**config.mk**
```make
export PLATFORM = sky130hd
export DESIGN_NAME = scp_clock_ctrl
export DESIGN_NICKNAME = d
export VERILOG_FILES = /design/src/scp_pkg.sv /design/src/scp_divider.sv /design/src/scp_clock_ctrl.sv
export VERILOG_INCLUDE_DIRS = /design/src
export SDC_FILE = /design/constraint.sdc
export NUM_CORES = 1
export LEC_CHECK = 0
export BUFFER_PORTS_ARGS = -buffer_cell sky130_fd_sc_hd__buf_2
export CORE_MARGIN = 10
export CORE_UTILIZATION = 53
export DETAILED_ROUTE_END_ITERATION = 8
export PLACE_DENSITY = 0.89
export SYNTH_ARGS = -nofsm -noshare
export SYNTH_HDL_FRONTEND = slang
export SYNTH_SLANG_ARGS = --single-unit
```
**constraint.sdc**
```tcl
create_clock -name clk_i -period 3.6 [get_ports clk_i]
set_input_delay 0.54 -clock clk_i [delete_from_list [all_inputs] [get_ports clk_i]]
set_output_delay 0.54 -clock clk_i [all_outputs]
set_load 0.05 [all_outputs]
```
**src/scp_params.svh**
```systemverilog
// Constants for the system clock select and prescaler block.
// Assumes a single 200 MHz clock and a classic Wishbone slave port.
//
// What the document asks of this block and its software
// RL1 - Fuse code 0000 selects external clock pin
// RL2 - External clock: 6 CK wake, 14CK plus delay
// RL3 - Source changes under 2 percent per cycle
// RL4 - Timer oscillator only with internal RC clock
// RL5 - Timer external-clock bit accepts pin clock
// RL6 - Clock output fuse drives clock on pin
// RL7 - Clock output pin carries the divided clock; the code toggles the pin on each divided tick, so it runs at half that rate
// RL8 - Divided clock feeds I/O, ADC, CPU, flash
// RL9 - Divider changes without glitches or overshoot
// RL10 - New rate active within T1+T2 to T1+2T2
// RL11 - Software: enable write, then value within four
// RL12 - Software keeps interrupts off during change
// RL13 - Change enable sets only with others zero
// RL14 - Enable clears after four cycles or write
// RL15 - Select code gives factor two to code
// RL16 - Reset select 0000, or 0011 with fuse
// RL17 - Any select value accepted regardless of fuse
// RL18 - Factory trim loaded at every reset
// RL19 - Trim bit 7 picks the frequency range
// RL20 - Trim bits 6:0 tune within range
// RL21 - Software avoids trim above 8.8 MHz writes
// RL22 - Divider control bits 6:4 read zero
`ifndef SCP_PARAMS_SVH
`define SCP_PARAMS_SVH

// Clock and timing
`define SCP_CLK_PERIOD_NS   5
`define SCP_T_4MS_NS        4100000
`define SCP_T_65MS_NS       65000000
`define SCP_RESET_CK        4'he
`define SCP_WAKE_CK         4'h6
`define SCP_PCE_CYCLES      3'h4

// Fuse codes
`define SCP_CLOCK_SOURCE_FUSES_EXT       4'h0
`define SCP_CLOCK_SOURCE_FUSES_RC        4'h2
`define SCP_SUT_4MS         2'h1
`define SCP_SUT_65MS        2'h2

// Register byte offsets
`define SCP_OFS_TRIM        4'h0
`define SCP_OFS_DIVCTL      4'h4
`define SCP_OFS_TIMER       4'h8
`define SCP_OFS_STATUS      4'hc

// Field positions
`define SCP_DIVCTL_PCE      7
`define SCP_TIMER_TIMER_EXTERNAL_CLOCK_SELECT    0

// Reset values and upper limit of the divider select
`define SCP_DIVSEL_RST      4'h0
`define SCP_DIVSEL_RST_DIV8 4'h3
`define SCP_DIVSEL_MAX      4'h8

`endif

```
**src/scp_pkg.sv**
```systemverilog
// Types and shared arithmetic for the clock select and prescaler.
// Assumes scp_params.svh is available on the include path.
`default_nettype none
`include "scp_params.svh"

package scp_pkg;

   // Start-up sequencer, Gray coded along count, delay, run, wake
   typedef enum logic [1:0] {
      SCP_ST_COUNT = 2'b00,
      SCP_ST_DELAY = 2'b01,
      SCP_ST_RUN   = 2'b11,
      SCP_ST_WAKE  = 2'b10
   } scp_state_e;

   typedef logic [3:0] scp_divsel_t;
   typedef logic [7:0] scp_count_t;

   // Terminal count of the divider; reserved codes clamp to code 8, count 255
   function automatic scp_count_t scp_terminal(input scp_divsel_t sel);
      scp_divsel_t s;
      s = (sel > `SCP_DIVSEL_MAX) ? `SCP_DIVSEL_MAX : sel;
      scp_terminal = 8'((9'h001 << s) - 9'h001);
   endfunction

endpackage

`default_nettype wire

```
**src/scp_divider.sv**
```systemverilog
// Glitch-free divider of the source clock ticks.
// Assumes src_tick_i is one cycle per source clock edge, same clock.
`timescale 1ns/10ps
`default_nettype none

module scp_divider (
   // Clock and reset
   input  wire logic                 clk_i,
   input  wire logic                 rst_i,
   // Source tick and new divider select
   input  wire logic                 src_tick_i,
   input  wire scp_pkg::scp_divsel_t sel_i,
   input  wire logic                 load_i,
   // Divided tick
   output logic                      div_tick_o
);
   import scp_pkg::*;

   scp_divsel_t cur_sel_r;   // Select in force
   scp_divsel_t pend_sel_r;  // Select waiting for a period boundary
   logic        pend_r;      // A new select is waiting
   scp_count_t  cnt_r;       // Source ticks in this period

   wire logic at_end;        // Last source tick of the period
   assign at_end = src_tick_i && (cnt_r == scp_terminal(cur_sel_r));

   // New value waits for the end of the current period so that no
   // period is shortened; the next period has the new length unless the load fell in the last cycle of the current one
   always_ff @(posedge clk_i) begin
      if (rst_i) begin
         pend_r     <= 1'b0;
         pend_sel_r <= '0;
      end else if (load_i) begin
         pend_r     <= 1'b1;
         pend_sel_r <= sel_i;
      end else if (at_end) begin
         pend_r     <= 1'b0; // RL9
      end
   end

   // Period counter and select switch at the boundary
   always_ff @(posedge clk_i) begin
      if (rst_i) begin
         cnt_r     <= '0;
         cur_sel_r <= '0;
      end else if (at_end) begin
         cnt_r <= '0;
         if (pend_r) begin
            cur_sel_r <= pend_sel_r; // RL10
         end
      end else if (src_tick_i) begin
         cnt_r <= cnt_r + 8'h01;
      end
   end

   // One pulse per divided clock period
   always_ff @(posedge clk_i) begin
      if (rst_i) begin
         div_tick_o <= 1'b0;
      end else begin
         div_tick_o <= at_end; // RL15
      end
   end

endmodule

`default_nettype wire

```
**src/scp_clock_ctrl.sv**
```systemverilog
// Top of the clock select, start-up and prescaler block.
// Assumes one 200 MHz clock, a classic Wishbone master on the
// register port and fuse levels that are stable while running.
`timescale 1ns/10ps
`default_nettype none
`include "scp_params.svh"

module scp_clock_ctrl #(
   parameter int DLY_4MS_CYC  = `SCP_T_4MS_NS / `SCP_CLK_PERIOD_NS,
   parameter int DLY_65MS_CYC = `SCP_T_65MS_NS / `SCP_CLK_PERIOD_NS
) (
   // Clock and reset
   input  wire logic        clk_i,
   input  wire logic        rst_i,
   // Wishbone slave
   input  wire logic [3:0]  wb_adr_i,
   input  wire logic [31:0] wb_dat_i,
   input  wire logic [3:0]  wb_sel_i,
   input  wire logic        wb_we_i,
   input  wire logic        wb_cyc_i,
   input  wire logic        wb_stb_i,
   output logic [31:0]      wb_dat_o,
   output logic             wb_ack_o,
   // Fuses
   input  wire logic [3:0]  clock_source_fuses_i,
   input  wire logic [1:0]  startup_delay_fuses_i,
   input  wire logic        clock_output_fuse_i,
   input  wire logic        divide_by_eight_fuse_i,
   input  wire logic [7:0]  factory_trim_i,
   // Power management
   input  wire logic        wake_i,
   // Pins
   input  wire logic        main_osc_input_pin_i,
   input  wire logic        timer_osc_input_pin_i,
   input  wire logic        gpio_out_i,
   input  wire logic        gpio_oe_n_i,
   output logic             clock_output_pin_o,
   output logic             clock_output_pin_oe_n_o,
   // Clock domain enables
   output logic             clk_io_en_o,
   output logic             clk_adc_en_o,
   output logic             clk_cpu_en_o,
   output logic             clk_flash_en_o,
   // Core control
   output logic             core_reset_o,
   output logic             core_run_o,
   // Timer oscillator
   output logic             timer_osc_enable_o,
   output logic             timer_tick_o,
   // Oscillator trim
   output logic             trim_range_bit_o,
   output logic [6:0]       rc_trim_tune_o
);
   import scp_pkg::*;

   localparam logic [23:0] DLY4  = 24'(DLY_4MS_CYC);  // Short delay
   localparam logic [23:0] DLY65 = 24'(DLY_65MS_CYC); // Long delay

   // Pin synchronisers and edge history
   logic [1:0]  main_sync_r;   // External clock pin sync
   logic        main_prev_r;   // Previous synced level
   logic [1:0]  tosc_sync_r;   // Timer pin sync
   logic        tosc_prev_r;   // Previous synced level

   // Registers seen by software
   logic [7:0]  rc_trim_r;     // Oscillator trim
   scp_divsel_t divsel_r;      // Divider select
   logic        pce_r;         // Change enable
   logic [2:0]  pce_cnt_r;     // Cycles left in change window
   logic        tmr_ext_r;     // Timer external clock select

   // Control state
   logic        init_done_r;   // Straps captured after reset
   scp_state_e  state_r;       // Start-up sequencer
   scp_state_e  state_nxt;     // Next sequencer state
   logic [3:0]  ck_cnt_r;      // Source ticks counted
   logic [23:0] dly_cnt_r;     // Delay cycles counted
   logic [23:0] dly_tgt_r;     // Delay length for this start
   logic        clkout_tog_r;  // Divided clock waveform
   logic        div_load_r;    // Pulse to divider on new select

   wire logic   div_tick;      // Divided tick from the divider

   // Source select and ticks
   wire logic ext_sel;         // External clock chosen
   wire logic src_tick;        // One cycle per source clock
   wire logic timer_allowed;   // Timer oscillator usable
   wire logic timer_edge;      // Rising edge on timer pin
   assign ext_sel       = (clock_source_fuses_i == `SCP_CLOCK_SOURCE_FUSES_EXT); // RL1
   assign src_tick      = ext_sel ? (main_sync_r[1] && !main_prev_r) : 1'b1;
   assign timer_allowed = (clock_source_fuses_i == `SCP_CLOCK_SOURCE_FUSES_RC);  // RL4
   assign timer_edge    = tosc_sync_r[1] && !tosc_prev_r;

   // Bus decode
   wire logic bus_req;         // Request in progress
   wire logic wr_en;           // Write takes effect now
   wire logic hit_trim;        // Trim register addressed
   wire logic hit_div;         // Divider control addressed
   wire logic hit_tmr;         // Timer control addressed
   wire logic hit_stat;        // Status register addressed
   assign bus_req  = wb_cyc_i && wb_stb_i;
   assign wr_en    = bus_req && wb_ack_o && wb_we_i && wb_sel_i[0];
   assign hit_trim = (wb_adr_i == `SCP_OFS_TRIM);
   assign hit_div  = (wb_adr_i == `SCP_OFS_DIVCTL);
   assign hit_tmr  = (wb_adr_i == `SCP_OFS_TIMER);
   assign hit_stat = (wb_adr_i == `SCP_OFS_STATUS);

   // Divider control write classes
   wire logic div_wr;          // Write to divider control
   wire logic pce_arm;         // Enable bit alone, others zero
   wire logic sel_write;       // Select write inside window
   assign div_wr    = wr_en && hit_div;
   assign pce_arm   = div_wr && wb_dat_i[`SCP_DIVCTL_PCE] // RL13
                      && (wb_dat_i[6:0] == 7'h00);
   assign sel_write = div_wr && pce_r && !wb_dat_i[`SCP_DIVCTL_PCE];

   // Read data mux; unmapped offsets read zero
   wire logic [31:0] rd_data;
   assign rd_data = hit_trim ? {24'h000000, rc_trim_r} :
                    hit_div  ? {24'h000000, pce_r, 3'h0, divsel_r} : // RL22
                    hit_tmr  ? {31'h00000000, tmr_ext_r} :
                    hit_stat ? {26'h0000000, core_run_o, core_reset_o,
                                timer_allowed, ext_sel, state_r} :
                    32'h00000000;

   // Two-flop synchronisers on both clock pins; reset high so that a
   // pin resting high gives no false edge after reset
   always_ff @(posedge clk_i) begin
      if (rst_i) begin
         main_sync_r <= 2'h3;
         main_prev_r <= 1'b1;
         tosc_sync_r <= 2'h3;
         tosc_prev_r <= 1'b1;
      end else begin
         main_sync_r <= {main_sync_r[0], main_osc_input_pin_i};
         main_prev_r <= main_sync_r[1];
         tosc_sync_r <= {tosc_sync_r[0], timer_osc_input_pin_i};
         tosc_prev_r <= tosc_sync_r[1];
      end
   end

   // Wishbone answer one cycle after the request, dropped after one
   always_ff @(posedge clk_i) begin
      if (rst_i) begin
         wb_ack_o <= 1'b0;
         wb_dat_o <= 32'h00000000;
      end else begin
         wb_ack_o <= bus_req && !wb_ack_o;
         if (bus_req && !wb_ack_o) begin
            wb_dat_o <= rd_data;
         end
      end
   end

   // Straps and factory trim captured in the first cycle after reset,
   // since a synchronous reset value should stay a constant
   always_ff @(posedge clk_i) begin
      if (rst_i) begin
         init_done_r <= 1'b0;
      end else begin
         init_done_r <= 1'b1;
      end
   end

   // Trim register: factory value at reset, software may overwrite
   always_ff @(posedge clk_i) begin
      if (rst_i) begin
         rc_trim_r <= 8'h00;
      end else if (!init_done_r) begin
         rc_trim_r <= factory_trim_i; // RL18
      end else if (wr_en && hit_trim) begin
         rc_trim_r <= wb_dat_i[7:0];
      end
   end

   // Trim outputs split into range and tune fields
   always_ff @(posedge clk_i) begin
      if (rst_i) begin
         trim_range_bit_o <= 1'b0;
         rc_trim_tune_o   <= 7'h00;
      end else begin
         trim_range_bit_o <= rc_trim_r[7];   // RL19
         rc_trim_tune_o   <= rc_trim_r[6:0]; // RL20
      end
   end

   // Change enable window: a second arm write neither extends nor
   // clears it; a select write or the timeout closes it
   always_ff @(posedge clk_i) begin
      if (rst_i) begin
         pce_r     <= 1'b0;
         pce_cnt_r <= 3'h0;
      end else if (pce_r) begin
         if (sel_write || pce_cnt_r == 3'h1) begin
            pce_r     <= 1'b0; // RL14
            pce_cnt_r <= 3'h0;
         end else begin
            pce_cnt_r <= pce_cnt_r - 3'h1;
         end
      end else if (pce_arm) begin
         pce_r     <= 1'b1;
         pce_cnt_r <= `SCP_PCE_CYCLES;
      end
   end

   // Divider select: fuse sets the start value, any code accepted
   always_ff @(posedge clk_i) begin
      if (rst_i) begin
         divsel_r   <= `SCP_DIVSEL_RST;
         div_load_r <= 1'b0;
      end else if (!init_done_r) begin
         divsel_r   <= divide_by_eight_fuse_i ? `SCP_DIVSEL_RST_DIV8 // RL16
                                              : `SCP_DIVSEL_RST;
         div_load_r <= 1'b1;
      end else if (sel_write) begin
         divsel_r   <= wb_dat_i[3:0]; // RL17
         div_load_r <= 1'b1;
      end else begin
         div_load_r <= 1'b0;
      end
   end

   // Glitch-free divider of the source ticks
   scp_divider u_div (
      .clk_i      (clk_i),
      .rst_i      (rst_i),
      .src_tick_i (src_tick),
      .sel_i      (divsel_r),
      .load_i     (div_load_r),
      .div_tick_o (div_tick)
   );

   // Timer pin: register bit picks external clock over crystal
   always_ff @(posedge clk_i) begin
      if (rst_i) begin
         tmr_ext_r <= 1'b0;
      end else if (wr_en && hit_tmr) begin
         tmr_ext_r <= wb_dat_i[`SCP_TIMER_TIMER_EXTERNAL_CLOCK_SELECT]; // RL5
      end
   end

   // Timer oscillator enable and tick, only on the RC clock; the
   // synchroniser needs the system clock well above the pin rate
   always_ff @(posedge clk_i) begin
      if (rst_i) begin
         timer_osc_enable_o <= 1'b0;
         timer_tick_o       <= 1'b0;
      end else begin
         timer_osc_enable_o <= timer_allowed && !tmr_ext_r; // RL4
         timer_tick_o       <= timer_allowed && timer_edge; // RL5
      end
   end

   // Start-up sequencer next state
   always_comb begin
      state_nxt = state_r;
      case (state_r)
         SCP_ST_COUNT: begin
            // 14 source cycles, then the fuse-chosen delay
            if (src_tick && ck_cnt_r == `SCP_RESET_CK - 4'h1) begin
               if (startup_delay_fuses_i == `SCP_SUT_4MS ||
                   startup_delay_fuses_i == `SCP_SUT_65MS) begin
                  state_nxt = SCP_ST_DELAY; // RL2
               end else begin
                  state_nxt = SCP_ST_RUN;
               end
            end
         end
         SCP_ST_DELAY: begin
            if (dly_cnt_r == dly_tgt_r - 24'h000001) begin
               state_nxt = SCP_ST_RUN;
            end
         end
         SCP_ST_RUN: begin
            if (wake_i) begin
               state_nxt = SCP_ST_WAKE;
            end
         end
         SCP_ST_WAKE: begin
            // Six source cycles after leaving a deep sleep
            if (src_tick && ck_cnt_r == `SCP_WAKE_CK - 4'h1) begin
               state_nxt = SCP_ST_RUN; // RL2
            end
         end
         default: begin
            state_nxt = SCP_ST_COUNT;
         end
      endcase
   end

   // Sequencer state and its counters
   always_ff @(posedge clk_i) begin
      if (rst_i) begin
         state_r   <= SCP_ST_COUNT;
         ck_cnt_r  <= 4'h0;
         dly_cnt_r <= 24'h000000;
         dly_tgt_r <= DLY4;
      end else begin
         state_r <= state_nxt;
         if (state_nxt != state_r) begin
            ck_cnt_r  <= 4'h0;
            dly_cnt_r <= 24'h000000;
         end else if (state_r == SCP_ST_DELAY) begin
            dly_cnt_r <= dly_cnt_r + 24'h000001;
         end else if (src_tick) begin
            ck_cnt_r <= ck_cnt_r + 4'h1;
         end
         if (state_r == SCP_ST_COUNT) begin
            dly_tgt_r <= (startup_delay_fuses_i == `SCP_SUT_65MS) ? DLY65 : DLY4;
         end
      end
   end

   // Core held in reset until the start-up delay has run out
   always_ff @(posedge clk_i) begin
      if (rst_i) begin
         core_reset_o <= 1'b1;
         core_run_o   <= 1'b0;
      end else begin
         core_reset_o <= (state_nxt == SCP_ST_COUNT) || (state_nxt == SCP_ST_DELAY);
         core_run_o   <= (state_nxt == SCP_ST_RUN);
      end
   end

   // Divided clock to the synchronous domains, also while the
   // core is held, as peripherals need clocks to reset
   always_ff @(posedge clk_i) begin
      if (rst_i) begin
         clk_io_en_o    <= 1'b0;
         clk_adc_en_o   <= 1'b0;
         clk_cpu_en_o   <= 1'b0;
         clk_flash_en_o <= 1'b0;
      end else begin
         clk_io_en_o    <= div_tick; // RL8
         clk_adc_en_o   <= div_tick;
         clk_cpu_en_o   <= div_tick;
         clk_flash_en_o <= div_tick;
      end
   end

   // Clock output waveform toggles on each divided tick; a flop can
   // only show half the tick rate, a limit of the one-clock design
   always_ff @(posedge clk_i) begin
      if (rst_i) begin
         clkout_tog_r <= 1'b0;
      end else if (div_tick) begin
         clkout_tog_r <= !clkout_tog_r; // RL7
      end
   end

   // Pin mux: fuse overrides normal I/O, during core reset too
   always_ff @(posedge clk_i) begin
      if (rst_i) begin
         clock_output_pin_o      <= 1'b0;
         clock_output_pin_oe_n_o <= 1'b1;
      end else if (clock_output_fuse_i) begin
         clock_output_pin_o      <= clkout_tog_r; // RL6
         clock_output_pin_oe_n_o <= 1'b0;
      end else begin
         clock_output_pin_o      <= gpio_out_i;
         clock_output_pin_oe_n_o <= gpio_oe_n_i;
      end
   end

endmodule

`default_nettype wire

```
* After elaboration in Yosys (flattened, before gate mapping) *
Index checks and enable logic that the tools add are counted.

operators by class
  mux-type cells = 31
  add/subtract/negate cells = 6
  reduce and logical (&&, ||, !) cells = 39
  order comparisons = 1
  bitwise logic cells = 1
  shifts and indexed selects = 1
  equality and inequality tests = 19

operators by type and width
  operator                                                                number
  8-bit 2-to-1 mux                                                        4
  24-bit by 1-bit adder with 24-bit output (second input constant)        1
  24-bit equality test                                                    1
  24-bit 2-to-1 mux                                                       1
  24-bit by 1-bit subtractor with 24-bit output (second input constant)   1
  1-bit logical AND                                                       19
  4-bit equality test (second input constant)                             3
  2-bit 2-to-1 mux                                                        6
  4-bit 2-to-1 mux                                                        3
  6-bit 2-to-1 mux                                                        2
  1-bit 2-to-1 mux                                                        11
  3-bit 2-to-1 mux                                                        3
  8-bit by 1-bit adder with 8-bit output (second input constant)          1
  2-bit equality test (second input constant)                             4
  4-bit by 3-bit equality test with 1-bit output (second input constant)  2
  8-bit equality test                                                     1
  4-bit logical NOT                                                       2
  2-bit one-hot mux with 4 select lines                                   1
  1-bit by 4-bit << shifter with 8-bit output (first input constant)      1
  8-bit by 1-bit subtractor with 8-bit output (second input constant)     1
  7-bit logical NOT                                                       1
  2-bit by 1-bit equality test with 1-bit output (second input constant)  3
  1-bit logical NOT                                                       6
  4-bit by 1-bit adder with 4-bit output (second input constant)          1
  other kinds (12)                                                        19

word-level totals
  logic and storage cells = 130
  bits in registers = 146

* Longest topological paths before layout *
  word-level depth = 10
  mapped depth = 10
  mapped depth without buffers = 8

* Hierarchy *
A second synthesis with hierarchy kept.

second synthesis, totals
  cells, all modules = 534
  area total of the unflattened synthesis = 4,817.1 µm²

by module, submodules not included
  module          sequential area each (µm²)  times used  cells an instance  area an instance (µm²)
  scp_clock_ctrl  1,641.6                     1           426                3,843.7
  scp_divider     360.3                       1           108                973.4

* Least setup slack after synthesis *
No wires, ideal clock.

  kind = reg-to-reg
  start = reg u_div.cur_sel_r[3]
  end = reg u_div.cur_sel_r[1]
  cell stages (with the launch flop) = 10
  library setup time = 0.116 ns
  arrival = 2.575 ns
  period minus slack after synthesis = 2.692 ns
  data required time = 3.484 ns
  path slack = 0.908 ns
  path through = dfxtp_1 buf_2 or4b_2 ha_1 and2_1 o2111a_1 a211oi_1 nor4_4 and2_2 a31o_2

on the way
  word-level cells in the longest chain between the ends = 7

RTL lines
  item                                             line               RTL
  start, declared                                  scp_divider.sv:19  scp_divsel_t cur_sel_r;
  start signal, assigned                           scp_divider.sv:49  cur_sel_r <= pend_sel_r;
  4-bit greater-than comparator (no source line)   --
  4-bit 2-to-1 mux (*)                             scp_pkg.sv:22      s = (sel > `SCP_DIVSEL_MAX) ? `SCP_DIVSEL_MAX : sel;
  1-bit by 4-bit << shifter with 8-bit output (*)  scp_pkg.sv:23      scp_terminal = 8'((9'h001 << s) - 9'h001);
  8-bit by 1-bit subtractor with 8-bit output (*)  scp_pkg.sv:23
  8-bit equality test (*)                          scp_divider.sv:25  assign at_end = src_tick_i && (cnt_r == scp_terminal(cur_sel_r));
  1-bit logical AND (*)                            scp_divider.sv:25
  2-bit AND reduction (no source line) (*)         --

Mark *: on every way between the ends. The rest lies on a longest branch, timed or not.
A chain may end at the register's enable or synchronous reset.

* Final worst setup path *
  start = reg u_div.cur_sel_r[1]
  end = reg u_div.cur_sel_r[1]

The elaborated chain is that of the path after synthesis.

==> impl_metrics.tcl <==
set metrics [dict create \
    slew_viol_final 0 \
    post_synth_mux_area_share 0.0542 \
    detail_route.wl_per_cell_um 15.2 \
    crit_path_max_incr_delay_ns 0.69 \
    worst_path_max_delay_cell "or4b_2" \
    final_min_period_over_clock_period 0.851 \
    main_combinational_cell_family_by_area_after_synthesis "simple AND/OR/NAND/NOR gates" \
    clock_tree_from_tritoncts "yes" \
    placedInstanceArea_um2 4930 \
    top_usage_layer "met2" \
    layout-drive-gt1-share 0.181 \
    fin_worst_skew_ns 0.0150 \
    timing.hold.ws_ns 0.331 \
    grt_antenna_before_repair 0 \
    postSynthCellCount 523 \
    synth-edff-count 0 \
    finalSetupViolCount 0 \
    global_route_wire_length_before_repair_mm 17.3 \
    num_vias 3767 \
    clkLatencyLatePin_ns 0.38 \
    floorplan.io_pins 117 \
    p_per_area_nw_per_um2 412 \
    critical-path-top-delay-family "simple AND/OR/NAND/NOR gates" \
    startpoint_to_endpoint_class_of_the_critical_path "flop to flop" \
    grt_setup_unrepaired "no" \
    cap_viol_max_count 0 \
    p_leak_nw 2.14 \
    startpoint_type "flop" \
    min_period_ns 3.06 \
    ys_seq_area_frac 0.427 \
    ctsHoldBuffers 0 \
    maxSlewHeadroom 0.532 \
    cts.root.buffer_cell "clkbuf_8" \
    detail_route.first_pass.iterations 4 \
    ys_ff_latch 100 \
    final.setup.tns_ns 0 \
    crit_arrival_ns 3.34 \
    async_reset_ff_frac 0 \
    cts-root-to-sink-buffers 2 \
    die_area_um2 13000 \
    place.detailed.hpwl_mm 7.81 \
    maximum_vdd_ir_drop_v 0.000261 \
    timing.critical_path.buf_inv 0 \
    fmaxAchievable_mhz 326 \
    post_cts_buffers 0 \
    antenna_violating_nets_post_route 0 \
    die_w_um 114 \
    grt_usage 0.158 \
    fin_total_pwr_mw 2.11 \
    synth_commonest_cells "dfxtp_1 (100), nor2_1 (65), nand2_1 (33), buf_4 (30), mux2i_1 (22)" \
    postSynth.topFlopCell "dfxtp_1" \
    groute.layer.met2.usage 0.278 \
    post_synth_instance_area_um2 4680 \
    postRouteWirelength_mm 10.4 \
    ys_warn_count 0 \
    layout.filler_cells 753 \
    ys_types 61 \
    post-synth-top-area-fraction 0.427 \
    synthesis.area_per_instance_um2 8.95 \
    fin_nets 649 \
    finalWeightedCongestion 0.819 \
    viasPerCell 5.48 \
    drc 0 \
    initial_core_util 0.540 \
    synth-xor-area-share 0.0671 \
    synth_simple_gate_area_share 0.226 \
    synthMostInstantiatedCell "dfxtp_1" \
    synthToLayoutAreaGrowth_pct 9.64 \
    min_path_type "input pin to flop" \
    synthAdderAreaFrac 0.0240 \
    synth-compound-area-share 0.116 \
    cts-buffers-inserted 9 \
    path_cells "or4b_2, ha_1, xor2_1, xnor2_1, o2111ai_1, nor4_4, a211oi_1, a31o_2" \
    synth_top_cells_by_area "dfxtp_1 (43%), nor2_1 (5.2%), buf_4 (4.8%)" \
    cts_sinks 100 \
    diodes 0 \
    ctsHtreeMaxLevel 3 \
    groute.layer.met3.usage 0.0567 \
    worst_ep_required_time_ns 3.88 \
    die_height_um 114 \
    cp_max_fo 13 \
    yosys.area.top_type "dfxtp_1" \
    timing.final.hold_violations 0 \
    cts-resized-gates 0 \
    clk_transition_reported_paths_ns 0.11 \
    outcome "completed" \
    stdcell_area_um2 5130 \
    placement.io_buffers 65 \
    vias_in_the_first_global_route 3759 \
    pin_count_of_the_biggest_net_entering_global_routing 46 \
    overflow 0 \
    detailedRoute.firstIterationViolations 215 \
    setup.worst_path.end_class "flop" \
    use_met1 0.172 \
    rows 34 \
    core_um2 8680 \
    worstMarginPinSlew_ns 0.695 \
]
[registers in the layout, summed over array words and instances, names as in the netlist, 7 cells and up]
signal / count
dly_cnt_r: 24
rc_trim_r: 8
u_div.cnt_r: 8
wb_dat_o: 8
rc_trim_tune_o: 7
[per-stage QoR]
stage	setup WS [ns]	std cells	utilization
CTS	0.543	687	0.592
floorplan	0.908	546	-
global route	0.388	687	0.592
finish	0.537	687	0.592
global placement	0.684	671	0.569
detailed placement	0.579	671	0.569
[cell families after synthesis]
| logic type | after synthesis |
|---|---|
| AO/OA/AOI/OAI | 80 |
| XOR/XNOR | 35 |
| adder cells (fa/ha/maj) | 9 |
| buffers and inverters | 70 |
| flip-flops | 100 |
| multiplexers | 24 |
| other | 1 |
| AND/OR/NAND/NOR | 204 |
[routing by layer]
| metal | vias up | wire length [um] | share of wire |
|---|---|---|---|
| li1 | 1872 | - | - |
| met1 | 1781 | 4130 | 0.40 |
| met2 | 100 | 5530 | 0.53 |
| met3 | 14 | 648 | 0.062 |
| met4 | 0 | 136 | 0.013 |
| met5 | - | 0 | 0 |
[where the power goes]
group	internal, mW	switching (mW)	total, mW
Clock	0.276	0.428	0.704
Combinational	0.0704	0.176	0.247
Sequential	1.14	0.0267	1.16
Total	1.48	0.631	2.11
[worst register-to-register path, stage by stage, from the launching register on]
cell and delay [ns]:
dfxtp_1 0.40, or4b_2 0.70, ha_1 0.27, xor2_1 0.17, xnor2_1 0.17, o2111ai_1 0.19
nor4_4 0.65, a211oi_1 0.18, a31o_2 0.24
[placed cells by master (no fill, tap or decap), types with 3 or more instances in the layout]
| cell type | n |
|---|---|
| and2_1 | 6 |
| a211oi_1 | 11 |
| a21oi_1 | 17 |
| or2_2 | 7 |
| xor2_1 | 18 |
| a22o_1 | 3 |
| nand4_1 | 15 |
| a31oi_1 | 5 |
| nor2b_1 | 11 |
| conb_1 | 24 |
| nor2_1 | 65 |
| a31o_1 | 3 |
| ha_1 | 9 |
| buf_2 | 65 |
| o21a_1 | 3 |
| a22oi_1 | 8 |
| buf_4 | 4 |
| nand2b_1 | 6 |
| mux2i_1 | 22 |
| nor4b_1 | 3 |
| nor4_1 | 7 |
| nor3_1 | 18 |
| o21bai_1 | 3 |
| inv_1 | 18 |
| nand3_1 | 9 |
| o21ai_0 | 10 |
| nand3b_1 | 3 |
| inv_8 | 3 |
| nand2_1 | 33 |
| dfxtp_1 | 100 |
| clkbuf_8 | 9 |
| and3_1 | 6 |
| xnor2_1 | 16 |
| or4b_2 | 3 |
[layout make-up]
cell class,instances,area (um^2),area share
Multi-Input combinational cell,376,2370,0.462
Inverter,18,67.6,0.0132
Timing Repair Buffer,69,355,0.0692
Tap cell,108,135,0.0263
Clock inverter,7,76.3,0.0149
Sequential cell,100,2000,0.390
Clock buffer,9,124,0.0241
[final timing paths]
| check | startpoint | endpoint | slack (ns) | cells past startpoint |
|---|---|---|---|---|
| hold reg to reg | tosc_prev_r | timer_tick_o | 0.41 | 1 |
| setup / recovery | u_div.cur_sel_r[1] | u_div.cur_sel_r[1] | 0.54 | 8 |
| hold / removal | timer_osc_input_pin_i | tosc_sync_r[0] | 0.33 | 2 |
| setup reg to reg | u_div.cur_sel_r[1] | u_div.cur_sel_r[1] | 0.54 | 8 |
Power figures use the tool's default switching activity.
